$ cat src/core/qctu_pkg.sv
// constants shared by the quad counter/timer unit
// assumes a single 25 MHz clock domain and a byte-wide register port
package qctu_pkg;
   // register port offsets and reset value
   localparam logic [7:0] ADDR_T3_RELOAD_LOW = 8'h92;
   localparam logic [7:0] ADDR_T3_RELOAD_HIGH = 8'h93;
   localparam logic [7:0] ADDR_T3_COUNT_LOW = 8'h94;
   localparam logic [7:0] ADDR_T3_COUNT_HIGH = 8'h95;
   localparam logic [7:0] RESET_BYTE = 8'h00;
   localparam logic [7:0] UNMAPPED_BYTE = 8'h00;
   // divider ratios
   localparam int DIV_SYS12 = 12;
   localparam int DIV_SYS4 = 4;
   localparam int DIV_SYS48 = 48;
   localparam int DIV_EXT8 = 8;
   // timer 0/1 counting modes
   typedef enum logic [1:0] {
      MODE_13BIT = 2'h0,
      MODE_16BIT = 2'h1,
      MODE_8RELOAD = 2'h2,
      MODE_SPLIT = 2'h3
   } mode01_t;
   // prescaled clock selection for timers 0/1
   typedef enum logic [1:0] {
      PRE_SYS12 = 2'h0,
      PRE_SYS4 = 2'h1,
      PRE_SYS48 = 2'h2,
      PRE_EXT8 = 2'h3
   } prescale_t;
   // clock source for timers 2/3
   typedef enum logic [1:0] {
      SRC_SYS12 = 2'h0,
      SRC_SYS = 2'h1,
      SRC_EXT8 = 2'h2,
      SRC_NONE = 2'h3
   } src23_t;
endpackage

$ cat src/core/quad_counter_timer_unit.sv
// four 16-bit counter/timers: two legacy-style, two auto-reload
// assumes all inputs synchronous to clk; mode bits arrive as plain inputs
// Function
// - Four 16-bit counter/timers, independent except when timer 0 split mode takes over timer 1: two legacy style, two auto-reload.
// - Timers 0/1 offer 13-bit, 16-bit and 8-bit auto-reload modes; only timer 0 splits in two.
// - Timers 2/3 run as one 16-bit auto-reload timer or two 8-bit auto-reload timers.
// - Timers 0/1 pick system clock or a shared prescaled clock chosen by a two-bit field.
// - Timers 2/3 run from system clock, system clock over twelve, or external clock over eight.
// - In counter mode timers 0/1 step once per falling edge of their event pin.
// - Events up to a quarter of the system clock rate are counted.
// - Timers measure intervals and raise periodic overflow requests.
// - Timer 3 reload value sits in two readable, writable byte registers cleared at reset.
// - Timer 3 low count register is the low count byte, or the whole low 8-bit timer.
// - Timer 3 high count register is the high count byte, or the whole high 8-bit timer.
module quad_counter_timer_unit
   import qctu_pkg::*;
(
   input wire logic clk, // 25 MHz system clock
   input wire logic sys_rst, // synchronous reset, active high
   input wire logic [7:0] sfrAddr, // register port address
   input wire logic sfrWrite, // register write strobe
   input wire logic [7:0] sfrWriteData, // register write data
   output logic [7:0] sfrReadData, // register read data, one cycle after address
   input wire logic extOscClk, // external oscillator, sampled as a level
   input wire logic eventInputPinZero, // timer 0 event pin
   input wire logic eventInputPinOne, // timer 1 event pin
   input wire logic [1:0] timerClockSelectBits, // bit i: timer i on system clock
   input qctu_pkg::prescale_t prescaleSelectField, // shared prescaler choice
   input wire logic [1:0] counterSelect, // bit i: timer i counts pin events
   input wire logic [1:0] runEnable, // bit i: timer i runs
   input qctu_pkg::mode01_t timer0Mode, // timer 0 mode
   input qctu_pkg::mode01_t timer1Mode, // timer 1 mode
   input wire logic [15:0] timer2Reload, // timer 2 reload value
   input qctu_pkg::src23_t timer2Source, // timer 2 clock source
   input qctu_pkg::src23_t timer3Source, // timer 3 clock source
   input wire logic [1:0] splitMode, // bit i: timer 2+i split in two
   input wire logic [1:0] runLow, // bit i: timer 2+i (or its low half) runs
   input wire logic [1:0] runHigh, // bit i: high half of timer 2+i runs
   output logic [15:0] timer0Count, // timer 0 count
   output logic [15:0] timer1Count, // timer 1 count
   output logic [15:0] timer2Count, // timer 2 count
   output logic [1:0] overflow01, // bit i: timer i overflow pulse
   output logic [1:0] overflowLow, // bit i: low half of timer 2+i overflow pulse
   output logic [1:0] overflowHigh // bit i: timer 2+i (or high half) overflow pulse
);
   import qctu_pkg::*;

   ////////////////////////////////////////////////////////////////////////////////
   // prescalers and pin sampling
   logic [3:0] div12Count, next_div12Count;
   logic [1:0] div4Count, next_div4Count;
   logic [5:0] div48Count, next_div48Count;
   logic [2:0] ext8Count, next_ext8Count;
   logic extPrev, pin0Prev, pin1Prev;
   logic tick12, tick4, tick48, tickExt, extRise, preTick;
   logic [1:0] fallEvent;

   // edge detect on pins relies on each level standing one clock
   assign fallEvent = {pin1Prev & ~eventInputPinOne, pin0Prev & ~eventInputPinZero};
   assign extRise = extOscClk & ~extPrev;
   assign tick12 = (div12Count == 4'(DIV_SYS12 - 1));
   assign tick4 = (div4Count == 2'(DIV_SYS4 - 1));
   assign tick48 = (div48Count == 6'(DIV_SYS48 - 1));
   assign tickExt = extRise && (ext8Count == 3'(DIV_EXT8 - 1));

   // shared prescaled clock for timers 0/1
   always_comb begin
      case (prescaleSelectField)
         PRE_SYS12: preTick = tick12;
         PRE_SYS4: preTick = tick4;
         PRE_SYS48: preTick = tick48;
         default: preTick = tickExt;
      endcase
   end

   // free-running dividers
   always_comb begin
      next_div12Count = tick12 ? 4'h0 : div12Count + 4'h1;
      next_div4Count = div4Count + 2'h1;
      next_div48Count = tick48 ? 6'h00 : div48Count + 6'h01;
      next_ext8Count = extRise ? ext8Count + 3'h1 : ext8Count;
   end

   always_ff @(posedge clk) begin
      if (sys_rst) begin
         div12Count <= 4'h0;
         div4Count <= 2'h0;
         div48Count <= 6'h00;
         ext8Count <= 3'h0;
         extPrev <= 1'b0;
         pin0Prev <= 1'b0;
         pin1Prev <= 1'b0;
      end else begin
         div12Count <= next_div12Count;
         div4Count <= next_div4Count;
         div48Count <= next_div48Count;
         ext8Count <= next_ext8Count;
         extPrev <= extOscClk;
         pin0Prev <= eventInputPinZero;
         pin1Prev <= eventInputPinOne;
      end
   end

   ////////////////////////////////////////////////////////////////////////////////
   // timers 0 and 1

   // one step of a legacy timer; returns {overflow, count}; split mode steps low byte only
   function automatic logic [16:0] step01(input logic [15:0] c, input mode01_t m);
      logic [12:0] v13;
      v13 = {c[15:8], c[4:0]} + 13'h0001;
      case (m)
         MODE_13BIT: step01 = {&{c[15:8], c[4:0]}, v13[12:5], c[7:5], v13[4:0]};
         MODE_16BIT: step01 = {&c, c + 16'h0001};
         MODE_8RELOAD: step01 = {&c[7:0], c[15:8], (&c[7:0]) ? c[15:8] : c[7:0] + 8'h01};
         default: step01 = {&c[7:0], c[15:8], c[7:0] + 8'h01};
      endcase
   endfunction

   logic [1:0] tick01;
   logic [15:0] next_timer0Count, next_timer1Count;
   logic [1:0] next_overflow01;
   logic [16:0] step0, step1;

   // counter mode uses pin edges, otherwise system or prescaled clock
   assign tick01[0] = counterSelect[0] ? fallEvent[0] : (timerClockSelectBits[0] | preTick);
   assign tick01[1] = counterSelect[1] ? fallEvent[1] : (timerClockSelectBits[1] | preTick);
   assign step0 = step01(timer0Count, timer0Mode);
   assign step1 = step01(timer1Count, timer1Mode);

   always_comb begin
      next_timer0Count = timer0Count;
      next_timer1Count = timer1Count;
      next_overflow01 = 2'b00;
      if (runEnable[0] && tick01[0]) begin
         next_timer0Count = step0[15:0];
         next_overflow01[0] = step0[16];
      end
      // split timer 0: high byte borrows timer 1 run and flag; timer 1 then holds
      if (timer0Mode == MODE_SPLIT) begin
         if (runEnable[1] && (timerClockSelectBits[0] | preTick)) begin
            next_timer0Count[15:8] = timer0Count[15:8] + 8'h01;
            next_overflow01[1] = &timer0Count[15:8];
         end
      end else if (runEnable[1] && tick01[1] && timer1Mode != MODE_SPLIT) begin
         next_timer1Count = step1[15:0];
         next_overflow01[1] = step1[16];
      end
   end

   always_ff @(posedge clk) begin
      if (sys_rst) begin
         timer0Count <= 16'h0000;
         timer1Count <= 16'h0000;
         overflow01 <= 2'b00;
      end else begin
         timer0Count <= next_timer0Count;
         timer1Count <= next_timer1Count;
         overflow01 <= next_overflow01;
      end
   end

   ////////////////////////////////////////////////////////////////////////////////
   // timers 2 and 3, auto-reload
   logic [15:0] count23 [2];
   logic [15:0] next_count23 [2];
   logic [15:0] reload23 [2];
   logic [1:0] tick23;
   logic [1:0] next_overflowLow, next_overflowHigh;
   logic [7:0] reloadLow, reloadHigh, next_reloadLow, next_reloadHigh;
   src23_t source23 [2];
   logic [7:0] next_sfrReadData;

   assign source23[0] = timer2Source;
   assign source23[1] = timer3Source;
   assign reload23[0] = timer2Reload;
   assign reload23[1] = {reloadHigh, reloadLow};

   for (genvar i = 0; i < 2; i++) begin : g_t23
      // clock source choice per timer
      always_comb begin
         case (source23[i])
            SRC_SYS12: tick23[i] = tick12;
            SRC_SYS: tick23[i] = 1'b1;
            SRC_EXT8: tick23[i] = tickExt;
            default: tick23[i] = 1'b0;
         endcase
      end

      // count, reload on overflow, software write wins over a tick
      always_comb begin
         next_count23[i] = count23[i];
         next_overflowLow[i] = 1'b0;
         next_overflowHigh[i] = 1'b0;
         if (tick23[i]) begin
            if (splitMode[i]) begin
               if (runLow[i]) begin
                  next_overflowLow[i] = &count23[i][7:0];
                  next_count23[i][7:0] = (&count23[i][7:0]) ? reload23[i][7:0] :
                     count23[i][7:0] + 8'h01;
               end
               if (runHigh[i]) begin
                  next_overflowHigh[i] = &count23[i][15:8];
                  next_count23[i][15:8] = (&count23[i][15:8]) ? reload23[i][15:8] :
                     count23[i][15:8] + 8'h01;
               end
            end else if (runLow[i]) begin
               next_overflowHigh[i] = &count23[i];
               next_count23[i] = (&count23[i]) ? reload23[i] : count23[i] + 16'h0001;
            end
         end
         if (i == 1 && sfrWrite && sfrAddr == ADDR_T3_COUNT_LOW) begin
            next_count23[i][7:0] = sfrWriteData;
         end
         if (i == 1 && sfrWrite && sfrAddr == ADDR_T3_COUNT_HIGH) begin
            next_count23[i][15:8] = sfrWriteData;
         end
      end

      always_ff @(posedge clk) begin
         if (sys_rst) begin
            count23[i] <= {RESET_BYTE, RESET_BYTE};
         end else begin
            count23[i] <= next_count23[i];
         end
      end
   end

   // timer 3 reload bytes and read-back of the register port
   always_comb begin
      next_reloadLow = reloadLow;
      next_reloadHigh = reloadHigh;
      if (sfrWrite && sfrAddr == ADDR_T3_RELOAD_LOW) begin
         next_reloadLow = sfrWriteData;
      end
      if (sfrWrite && sfrAddr == ADDR_T3_RELOAD_HIGH) begin
         next_reloadHigh = sfrWriteData;
      end
      if (sfrAddr == ADDR_T3_RELOAD_LOW) begin
         next_sfrReadData = reloadLow;
      end else if (sfrAddr == ADDR_T3_RELOAD_HIGH) begin
         next_sfrReadData = reloadHigh;
      end else if (sfrAddr == ADDR_T3_COUNT_LOW) begin
         next_sfrReadData = count23[1][7:0];
      end else if (sfrAddr == ADDR_T3_COUNT_HIGH) begin
         next_sfrReadData = count23[1][15:8];
      end else begin
         next_sfrReadData = UNMAPPED_BYTE;
      end
   end

   // timers stay independent except when timer 0 split mode takes over timer 1; outputs are registered
   always_ff @(posedge clk) begin
      if (sys_rst) begin
         reloadLow <= RESET_BYTE;
         reloadHigh <= RESET_BYTE;
         sfrReadData <= RESET_BYTE;
         timer2Count <= 16'h0000;
         overflowLow <= 2'b00;
         overflowHigh <= 2'b00;
      end else begin
         reloadLow <= next_reloadLow;
         reloadHigh <= next_reloadHigh;
         sfrReadData <= next_sfrReadData;
         timer2Count <= next_count23[0];
         overflowLow <= next_overflowLow;
         overflowHigh <= next_overflowHigh;
      end
   end
endmodule

$ cat config.mk
export PLATFORM = sky130hd
export DESIGN_NAME = quad_counter_timer_unit
export DESIGN_NICKNAME = d
export VERILOG_FILES = /design/src/core/qctu_pkg.sv /design/src/core/quad_counter_timer_unit.sv
export SDC_FILE = /design/constraint.sdc
export NUM_CORES = 1
export LEC_CHECK = 0
export BUFFER_PORTS_ARGS = -buffer_cell sky130_fd_sc_hd__buf_2
export CAP_MARGIN = 20
export CELL_PAD_IN_SITES_DETAIL_PLACEMENT = 1
export CELL_PAD_IN_SITES_GLOBAL_PLACEMENT = 1
export CORE_UTILIZATION = 45
export DETAILED_ROUTE_END_ITERATION = 6
export PLACE_DENSITY = 0.85
export SLEW_MARGIN = 20
export SYNTH_ARGS = -nofsm -noshare
export SYNTH_HDL_FRONTEND = slang
export SYNTH_SLANG_ARGS = --single-unit
$ cat constraint.sdc
create_clock -name clk -period 5.35 [get_ports clk]
set_input_delay 0.8025 -clock clk [delete_from_list [all_inputs] [get_ports clk]]
set_output_delay 0.8025 -clock clk [all_outputs]
set_load 0.05 [all_outputs]
==> run_results.csv, run 1 <==
group,metric,value,unit
sta,rsz0062_at_grt,"false",
detailed_routing,drtPass1Iterations,5,
cells_and_area,area_growth,14.6,%
sta,slew_viol_final,0,
logic_synthesis,synth.distinct_cells,88,
logic_synthesis,syn_nets,888,
worst_setup_path,reg2regPathDepth,8,
worst_setup_path,cp.required,5630,ps
logic_synthesis,synth.avg_cell_area,8.02,µm²
logic_synthesis,yosys_warnings,0,
worst_setup_path,worst_setup_path_start_kind,"input port",
sta,clock.fmax,0.369,GHz
cts,ctsHoldBuffers,0,
cells_and_area,drive_gt1_share,18.7,%
cts,cts-resized-gates,0,
placement,hpwl,15400,µm
sta,finClkSkew,8.76,ps
logic_synthesis,syn-instance-count,816,
floorplanning,rows,43,
placement,portBuffers,121,
floorplanning,dieArea,0.0150,mm²
power,p_per_area,235,mW/mm²
grt,antenna_found_initial,0,
cts,clockBufferDepth,2,
cts,clk_pin_slew,80,ps
sta,max_slew_margin,41.2,%
worst_setup_path,worstPathArrival,2990,ps
detailed_routing,wire_per_inst,19.3,µm
cts,ctsHtreeMaxLevel,3,
power,switchingPower,468,µW
power,seq_power_share,49.6,%
sta,max_slew.worst_pin.slew,880,ps
detailed_routing,viasPerCell,6.30,
cts,cts.sinks,112,
floorplanning,core,0.0140,mm²
grt,grt_start_max_net_pins,65,
placement,placedInstanceArea,0.00720,mm²
cts,clk_root_buffer_cell,"clkbuf_16",
detailed_routing,drt_iter0_markers,452,
floorplanning,die-width,123,µm
run_status,status,"complete, no violations",
power,power_switching_share,26.5,%
floorplanning,die_y,123,µm
power,p_leak,0.00277,µW
grt,grt_pass1_vias,6837,
floorplanning,start_util,46.6,%
sta,finalCritPeriodShare,50.6,%
worst_setup_path,critical_path.max_fanout,22,
logic_synthesis,netlist_area,0.00655,mm²
flow_run,drv_cap,0,
power,combPwrFrac,10.6,%
power,p_int,1290,µW
cells_and_area,multi_input_area,0.00406,mm²
sta,period_needed,2710,ps
cells_and_area,seq_area,0.00224,mm²
cells_and_area,layout.nets,977,
worst_setup_path,setup.worst_path.end,"timer1Count[5]",
cts,cts_made_buffers,9,
worst_setup_path,r2r_start,"ext8Count[0]",
min_path,hp-class,"reg2reg",
worst_setup_path,rrSetupSlack,2720,ps
worst_setup_path,worstSetupPathType,"in2reg",
detailed_routing,vias,6863,
cells_and_area,fillers,1758,
logic_synthesis,synth-edff-count,0,
cells_and_area,fin_area,0.00750,mm²
sta,fin_setup_tns,0,ps
cts,cts_setup_buffers,0,
floorplanning,io_pins,122,
grt,grt_first_pass_wirelength,34100,µm
grt,gr-total-overflow,0,
cts,cts_tree,"built",
power,ir_drop,194,µV
detailed_routing,drc,0,
placement,gp_congestion,0.902,
logic_synthesis,yosys_most_used_dff,"dfxtp_1",
sta,hold_viol,0,
worst_setup_path,regToRegEndpoint,"count23[1][3]",
worst_setup_path,worstSetupEndpointType,"register",
logic_synthesis,synth_seq_area_share,34.2,%
detailed_routing,totalWireLength,21100,µm
grt,grt.total_usage,28.6,%
detailed_routing,drtAntennaViolNets,0,
logic_synthesis,yosys_register_bits,112,
worst_setup_path,startpoint,"prescaleSelectField[0]",
logic_synthesis,async_reset_ff_share,0,%
power,pwr-share-clk,39.8,%
cells_and_area,diodes,0,
cts,clock_latency,360,ps
sta,setup_viol,0,
## cells in the mapped netlist (all sizes together) (12+ instances only)
| library cell | number | area (µm²) |
|---|---|---|
| a31oi | 12 | 75.1 |
| dfxtp | 112 | 2240 |
| buf | 20 | 104 |
| nand4 | 15 | 93.8 |
| xnor2 | 18 | 158 |
| a211oi | 20 | 150 |
| nor2b | 14 | 87.6 |
| nand3 | 53 | 270 |
| a21oi | 59 | 299 |
| and3 | 15 | 93.8 |
| nand2 | 86 | 323 |
| nor4 | 13 | 115 |
| nor2 | 83 | 319 |
| clkbuf | 26 | 97.6 |
| o21ai | 33 | 169 |
| nor3 | 29 | 161 |
| ha | 12 | 150 |
## worst max-delay path: stages
cell and delay, ps:
buf_2 130, or3b_4 410, o211ai_1 180, nand3_1 640, nand2b_1 440, or2_0 240
a21oi_1 140
## cell type report
cell class / count / share of cell area (%)
inverters: 11 / 0.550
repair buffers: 124 / 8.41
flip-flops and latches: 112 / 29.9
multi-input cells: 647 / 54.2
well taps: 180 / 3.00
clock buffers: 12 / 3.29
clock inverters: 4 / 0.701
## flip-flops by register name, summed over array words and instances, names as in the netlist, 3 cells and up
register / cells
count23: 32
div12Count: 4
div48Count: 6
ext8Count: 3
reloadHigh: 8
reloadLow: 8
sfrReadData: 8
timer0Count: 16
timer1Count: 16
## per-stage QoR
stage,std cells,utilization (%),setup WS (ps),hold WS (ps),power [µW]
final,1090,53.4,2640,437,1760
after global routing,1090,53.4,2550,454,1830
after CTS,1090,53.4,2650,435,1780
after detailed placement,1074,51.3,2280,424,1080
after global placement,1074,51.3,2410,407,1070
after floorplan,816,-,3080,399,1010
## power groups by stage
stage / clock [µW] / sequential (µW) / combinational, µW
6_report: 702 / 874 / 186
3_3_place_gp: 0 / 891 / 175
4_1_cts: 721 / 873 / 186
5_1_grt: 752 / 877 / 203
2_1_floorplan: 0 / 904 / 107
3_5_place_dp: 0 / 893 / 185
## logic make-up (layout without fill, tap and decap cells)
kind of cell             count (synthesis)  after routing  synth area share (%)
XOR/XNOR                                26             26                  3.48
buffers and inverters                   57            151                  3.71
multiplexers                            21             21                  3.40
AND/OR/NAND/NOR                        374            374                  30.5
adder cells (fa/ha/maj)                 12             12                  2.29
flip-flops                             112            112                  34.2
AO/OA/AOI/OAI                          214            214                  22.4
## layer usage
metal	vias to the layer above	global-route usage [%]	part of all wire, %
met5	-	0	0
met3	50	5.76	5.0
met2	210	48.4	48
met1	3384	35.0	44
met4	0	12.1	2.9
li1	3219	-	-
## worst min-delay path by stage
stage,from,to,slack [ps],depth (start not counted)
after CTS,div4Count[0],div4Count[0],430,1
after detailed placement,div4Count[0],div4Count[0],420,1
after floorplan,div4Count[0],div4Count[0],400,1
final,div4Count[0],div4Count[0],440,1
after global placement,div4Count[0],div4Count[0],410,1
after global routing,div4Count[0],div4Count[0],450,1
## cells in the final DEF (no fill, tap or decap), types with 12 or more instances in the layout
master / netlist / routed
a21oi_1: 58 / 58
nand4_1: 15 / 15
o21ai_0: 31 / 31
nor2b_1: 14 / 14
ha_1: 12 / 12
nand3_1: 52 / 52
a211oi_1: 20 / 20
nor3_1: 27 / 27
nand2_1: 86 / 86
nor2_1: 82 / 82
buf_2: 14 / 120
a31oi_1: 12 / 12
and3_1: 15 / 15
xnor2_1: 18 / 18
dfxtp_1: 112 / 112
(Power assumes the default switching activity.)
==> inputs of run 2 (changes only) <==
--- a/config.mk
+++ b/config.mk
@@ -5,13 +5,14 @@
 export SDC_FILE = /design/constraint.sdc
 export NUM_CORES = 1
 export LEC_CHECK = 0
+export ABC_AREA = 1
 export BUFFER_PORTS_ARGS = -buffer_cell sky130_fd_sc_hd__buf_2
 export CAP_MARGIN = 20
 export CELL_PAD_IN_SITES_DETAIL_PLACEMENT = 1
 export CELL_PAD_IN_SITES_GLOBAL_PLACEMENT = 1
-export CORE_UTILIZATION = 45
+export CORE_UTILIZATION = 36
 export DETAILED_ROUTE_END_ITERATION = 6
-export PLACE_DENSITY = 0.85
+export PLACE_DENSITY = 0.75
 export SLEW_MARGIN = 20
 export SYNTH_ARGS = -nofsm -noshare
 export SYNTH_HDL_FRONTEND = slang
==> constraint.sdc (replaced) <==
create_clock -name clk -period 2.4 [get_ports clk]
set_input_delay 0.36 -clock clk [delete_from_list [all_inputs] [get_ports clk]]
set_output_delay 0.36 -clock clk [all_outputs]
set_load 0.05 [all_outputs]
==> run 2 against run 1 <==
  * Wire length is 19% higher
  * Non-clock buffer count rose by 15
  * Design area is 13% higher
  * Highest routed layer unchanged
  * Cell count up 42%
  * Largest power group unchanged
  * Area after synthesis is 11% higher
  * Synthesized cell count up 41%
  * First-iteration DRC count fell by 13%
  * Clock power is 120% higher
  * Combinational power grew to 3.6 times the previous value
  * Critical path depth rose by 5
  * Setup slack got worse by 2400 ps
==> run_results.csv, run 2 <==
group,metric,value,unit
run_status,status,"complete, no violations",
worst_setup_path,worstSetupPathType,"reg2reg",
sta,hold_viol,0,
min_path,whs_path_depth,3,
cts,clk_root_buffer_cell,"clkbuf_16",
logic_synthesis,synth-edff-count,0,
cells_and_area,layout.nets,1346,
sta,slew_viol_final,0,
sta,finClkSkew,7.44,ps
floorplanning,start_util,36.9,%
floorplanning,rows,51,
power,ir_drop,353,µV
detailed_routing,wl_met2,12200,µm
power,p_per_area,495,mW/mm²
worst_setup_path,rrSetupSlack,210,ps
sta,period_needed,2190,ps
grt,grt_pass1_vias,7980,
grt,grt.total_usage,25.0,%
cells_and_area,diodes,0,
grt,grt_start_max_net_pins,56,
cells_and_area,instances_no_fill,1544,
logic_synthesis,synth_area_leaders,"dfxtp_1 31%, nand2_1 13%, nor2_1 7.8%",
cells_and_area,area_growth,17.5,%
worst_setup_path,cp.required,2660,ps
logic_synthesis,yosysTopAreaCell,"dfxtp_1",
cells_and_area,layout_common_cells,"241 x nand2_1, 149 x nor2_1, 148 x inv_1, 121 x buf_2, 111 x dfxtp_1",
min_path,min-delay-start,"eventInputPinZero",
cells_and_area,drive_gt1_share,15.4,%
logic_synthesis,synth_top_area_share,31.0,%
logic_synthesis,netlist_area,0.00724,mm²
cells_and_area,largest_register_ffs,32,
worst_setup_path,worst_setup_path_start_kind,"register",
floorplanning,io_pins,122,
sta,rsz0062_at_grt,"false",
floorplanning,die-width,144,µm
cts,clockBufferDepth,2,
logic_synthesis,async_reset_ff_share,0,%
sta,max_slew_margin,54.1,%
min_path,hold_path_end,"pin0Prev",
cells_and_area,reg.largest.list,"count23: 32 flops, timer0Count: 16 flops, timer1Count: 16 flops",
logic_synthesis,yosys_register_bits,112,
logic_synthesis,synth.distinct_cells,46,
logic_synthesis,synth_most_common_cell,"nand2_1",
cells_and_area,top_register,"count23",
detailed_routing,viasPerCell,5.25,
cts,cts_tree,"built",
detailed_routing,drt_iter0_markers,391,
cts,clock_latency,360,ps
placement,gp_congestion,0.924,
detailed_routing,m1WireLength,11500,µm
cts,ctsHtreeMaxLevel,3,
worst_setup_path,critical_path.max_fanout,13,
cts,ctsHoldBuffers,0,
floorplanning,core,0.0196,mm²
worst_setup_path,worstSetupEndpointType,"register",
sta,max_slew.worst_pin.slew,689,ps
grt,antenna_found_initial,0,
placement,dp_cells,1528,
logic_synthesis,synth_seq_area_share,31.0,%
cells_and_area,layout_commonest_cell,"nand2_1",
grt,gr-total-overflow,0,
detailed_routing,drtPass1Iterations,6,
floorplanning,dieArea,0.0207,mm²
logic_synthesis,yosys_most_used_dff,"dfxtp_1",
worst_setup_path,worstPathArrival,2450,ps
detailed_routing,drtAntennaViolNets,0,
min_path,hp-class,"in2reg",
placement,hpwl,19300,µm
sta,fin_setup_tns,0,ps
cts,cts_setup_buffers,0,
logic_synthesis,syn-instance-count,1151,
sta,setup_viol,0,
grt,grt_first_pass_wirelength,40600,µm
detailed_routing,drc,0,
cts,clk_pin_slew,80,ps
cts,cts.sinks,112,
worst_setup_path,regToRegEndpoint,"timer0Count[8]",
detailed_routing,top_layer,"met4",
logic_synthesis,synth_common_cells,"241 x nand2_1, 150 x nor2_1, 148 x inv_1",
detailed_routing,wire_per_inst,16.3,µm
placement,portBuffers,121,
worst_setup_path,r2r_start,"ext8Count[0]",
detailed_routing,totalWireLength,25100,µm
cts,cts_made_buffers,9,
flow_run,drv_cap,0,
detailed_routing,met3WireLength,939,µm
logic_synthesis,synth.avg_cell_area,6.29,µm²
power,p_leak,0.00384,µW
logic_synthesis,yosys_warnings,0,
worst_setup_path,reg2regPathDepth,12,
sta,finalCritPeriodShare,91.3,%
detailed_routing,vias,8108,
floorplanning,die_y,144,µm
sta,clock.fmax,0.456,GHz
logic_synthesis,syn_nets,1223,
-- run 2: worst max path at each step --
| stage | from | end | slack, ps | cells after the start |
|---|---|---|---|---|
| floorplan | count23[0][0] | count23[0][9] | 300 | 10 |
| CTS | div12Count[0] | timer0Count[5] | 190 | 10 |
| global route | timer0Count[9] | timer0Count[14] | 30 | 12 |
| global placement | timer0Count[8] | overflow01[0] | 190 | 9 |
| finish | ext8Count[0] | timer0Count[8] | 210 | 12 |
| detailed placement | timer0Count[8] | overflow01[0] | 220 | 9 |
-- run 2: metal layers --
layer | vias up | global-route usage [%]
li1 | 4050 | -
met5 | - | 0
met3 | 38 | 3.33
met2 | 159 | 43.4
met1 | 3861 | 32.0
met4 | 0 | 7.45
-- run 2: cells by family (layout without fill, tap and decap cells) --
family	count (synthesis)	count (layout)	share of synthesized area, %
DFF	112	112	31.0
xor gates and xnor gates	30	30	3.63
buffers and inverters	182	310	9.68
AOI/OAI and AO/OA	256	256	19.3
and+or+nand+nor	559	559	34.3
adders and majority gates	12	12	2.07
-- run 2: power by group --
part	internal, µW	switching (µW)
Sequential	1920	76.1
Clock	758	795
Combinational	196	465
-- run 2: layout make-up --
class / count / area (µm²)
Sequential cell: 112 / 2240
Inverter: 155 / 582
Fill cell: 2699 / 11100
Multi-Input combinational cell: 857 / 4300
Timing Repair Buffer: 139 / 753
Clock buffer: 10 / 239
Clock inverter: 6 / 58.8
Tap cell: 265 / 332
-- run 2: per-stage QoR --
| step | setup WS [ps] | hold WS, ps | util, % | area, µm² | power (µW) |
|---|---|---|---|---|---|
| final | 209 | 230 | 43.4 | 8500 | 4210 |
| after global routing | 26.2 | 247 | 43.4 | 8500 | 4420 |
| after CTS | 191 | 225 | 43.4 | 8500 | 4260 |
| after detailed placement | 219 | 427 | 41.9 | 8200 | 2700 |
| after global placement | 189 | 407 | 41.9 | 8200 | 2690 |
| after floorplan | 302 | 399 | - | 7240 | 2460 |
-- run 2: what timing repair did --
action / in CTS / in global routing
hold endpoints to repair: 0 / 0
setup endpoints to repair: 0 / 4
gates resized for setup: 0 / 2
-- run 2: worst max-delay path, stage by stage (launching register included) --
cell     delay (ps)
dfxtp_1         330
ha_1            200
ha_1            210
nand3_1          90
nand3_1          70
nand2_1         170
nand2_1         130
nand2_1         350
inv_1           200
a21oi_1         170
nand2_1          70
nand2_1          60
inv_1            30
==> inputs of run 3 (changes only) <==
--- a/config.mk
+++ b/config.mk
@@ -10,9 +10,9 @@
 export CAP_MARGIN = 20
 export CELL_PAD_IN_SITES_DETAIL_PLACEMENT = 1
 export CELL_PAD_IN_SITES_GLOBAL_PLACEMENT = 1
-export CORE_UTILIZATION = 36
+export CORE_UTILIZATION = 40
 export DETAILED_ROUTE_END_ITERATION = 6
-export PLACE_DENSITY = 0.75
+export PLACE_DENSITY = 0.86
 export SLEW_MARGIN = 20
 export SYNTH_ARGS = -nofsm -noshare
 export SYNTH_HDL_FRONTEND = slang
==> constraint.sdc (replaced) <==
create_clock -name clk -period 2.51 [get_ports clk]
set_input_delay 0.3765 -clock clk [delete_from_list [all_inputs] [get_ports clk]]
set_output_delay 0.3765 -clock clk [all_outputs]
set_load 0.05 [all_outputs]
==> run 3 against run 2 <==
  * Clock power grew 3%
  * Sequential share of layout area grew 0.17 points
  * Critical path type unchanged
  * Setup slack gained 140 ps
  * Count of clock-buffer cells in the layout is the same
  * Combinational power shrank 4.2%
  * Register-to-register slack gained 140 ps
  * Critical endpoint is now timer0Count[9]
==> run_results.csv, run 3 (synthesized netlist as in run 2, its figures left out) <==
group,metric,value,unit
run_status,status,"complete, no violations",
sta,setup_viol,0,
cts,cts-resized-gates,0,
floorplanning,die-width,137,µm
worst_setup_path,slowest_delay,540,ps
detailed_routing,drt_iter0_markers,453,
cts,ctsHoldBuffers,0,
cells_and_area,fillers,2415,
detailed_routing,drtAntennaViolNets,0,
cells_and_area,top_register,"count23",
detailed_routing,drc,0,
detailed_routing,viasPerCell,5.41,
placement,portBuffers,121,
detailed_routing,totalWireLength,24500,µm
detailed_routing,drtPass1Iterations,4,
power,p_per_area,490,mW/mm²
cts,cts_setup_buffers,0,
detailed_routing,wire_per_inst,16.3,µm
worst_setup_path,worstSetupPathType,"reg2reg",
min_path,min-delay-start,"eventInputPinZero",
cts,cts.sinks,112,
cts,clk_pin_slew,80,ps
cells_and_area,diodes,0,
min_path,hp-class,"in2reg",
detailed_routing,vias,8122,
cts,clk_root_buffer_cell,"clkbuf_16",
sta,hold_viol,0,
floorplanning,core,0.0175,mm²
sta,rsz0062_at_grt,"false",
cells_and_area,layout_common_cells,"241 x nand2_1, 150 x nor2_1, 148 x inv_1, 121 x buf_2, 112 x dfxtp_1",
cts,cts_tree,"built",
worst_setup_path,crit_family,"simple AND/OR/NAND/NOR gates",
cells_and_area,layout_commonest_cell,"nand2_1",
cells_and_area,multi_input_area,0.00429,mm²
worst_setup_path,cp.required,2800,ps
worst_setup_path,crit_slowest_cell,"nor2_1",
floorplanning,dieArea,0.0186,mm²
worst_setup_path,path_buf_inv,1,
power,p_leak,0.00384,µW
worst_setup_path,worstPathArrival,2460,ps
cts,ctsHtreeMaxLevel,3,
grt,grt_first_pass_wirelength,40100,µm
worst_setup_path,startpoint,"timer0Count[0]",
worst_setup_path,worstSetupEndpointType,"register",
floorplanning,rows,48,
placement,dp_worst_setup_slack,381,ps
sta,clock.fmax,0.462,GHz
cts,clockBufferDepth,2,
placement,hpwl,18700,µm
sta,timing.final.ws_setup,344,ps
grt,grt.total_usage,27.0,%
floorplanning,die_y,137,µm
placement,gp_congestion,0.912,
cells_and_area,layout.nets,1344,
sta,max_slew.worst_pin.slew,651,ps
grt,grt_pass1_vias,7987,
flow_run,drv_cap,0,
power,ir_drop,335,µV
cts,cts_made_buffers,9,
floorplanning,start_util,41.4,%
sta,max_slew_margin,56.5,%
cells_and_area,seq_area,0.00224,mm²
worst_setup_path,r2r_start,"timer0Count[0]",
worst_setup_path,crit_chain,"ha_1 > nand2_1 > nor2_1 > nand3_1 > a21oi_1 > nand4_1 > nand2_1 > inv_1 > a21oi_1",
sta,finClkSkew,10.5,ps
floorplanning,io_pins,122,
grt,antenna_found_initial,0,
grt,grt_start_max_net_pins,32,
cts,clock_latency,360,ps
worst_setup_path,worst_setup_path_start_kind,"register",
sta,slew_viol_final,0,
worst_setup_path,critical_path.max_fanout,7,
cells_and_area,largest_register_ffs,32,
sta,finalCritPeriodShare,86.3,%
cells_and_area,area_growth,16.7,%
sta,fin_setup_tns,0,ps
sta,period_needed,2170,ps
cells_and_area,reg.largest.list,"count23: 32 flops, timer0Count: 16 flops, timer1Count: 16 flops",
cells_and_area,drive_gt1_share,15.0,%
grt,gr-total-overflow,0,
## run 3: worst paths after layout
kind | slack (ps) | cells after the start | to
worst max-delay path | 340 | 9 | timer0Count[9]
worst min-delay path | 230 | 3 | pin0Prev
worst max register to register | 340 | 9 | timer0Count[9]
worst min register to register | 420 | 1 | div4Count[0]
## run 3: cell type report
class | count | area share, %
clock buffer | 10 | 2.71
sequential | 112 | 26.5
multi-input combinational | 857 | 50.8
inverter | 155 | 6.89
timing repair buffer | 137 | 8.59
tap | 225 | 3.33
clock inverter | 6 | 1.08
## run 3: per-layer routing
metal | up-vias | routed length (µm) | GRT usage, %
met1 | 3869 | 11200 | 35.3
met2 | 193 | 11800 | 45.7
li1 | 4035 | - | -
met4 | 0 | 378 | 6.73
met3 | 25 | 1240 | 4.89
met5 | - | 0 | 0
## run 3: worst reg2reg max path, stage by stage, from the launching register on
cell	delay (ps)
dfxtp_1	440
ha_1	200
nand2_1	110
nor2_1	540
nand3_1	240
a21oi_1	200
nand4_1	110
nand2_1	70
inv_1	50
a21oi_1	140
## run 3: through the flow
step	std cells	hold WS (ps)	total power (µW)	utilization [%]	instance area [µm²]
after global placement	1486	407	2560	46.5	8130
after detailed placement	1486	418	2580	46.5	8130
final	1502	226	4140	48.3	8450
after floorplan	1151	399	2350	-	7240
after CTS	1502	212	4180	48.3	8450
after global routing	1502	235	4310	48.3	8450
## run 3: power breakdown
part	switching (µW)	total (µW)	internal [µW]
combinational	448	633	185
sequential	72.7	1910	1840
clock	712	1590	883
total	1230	4140	2900
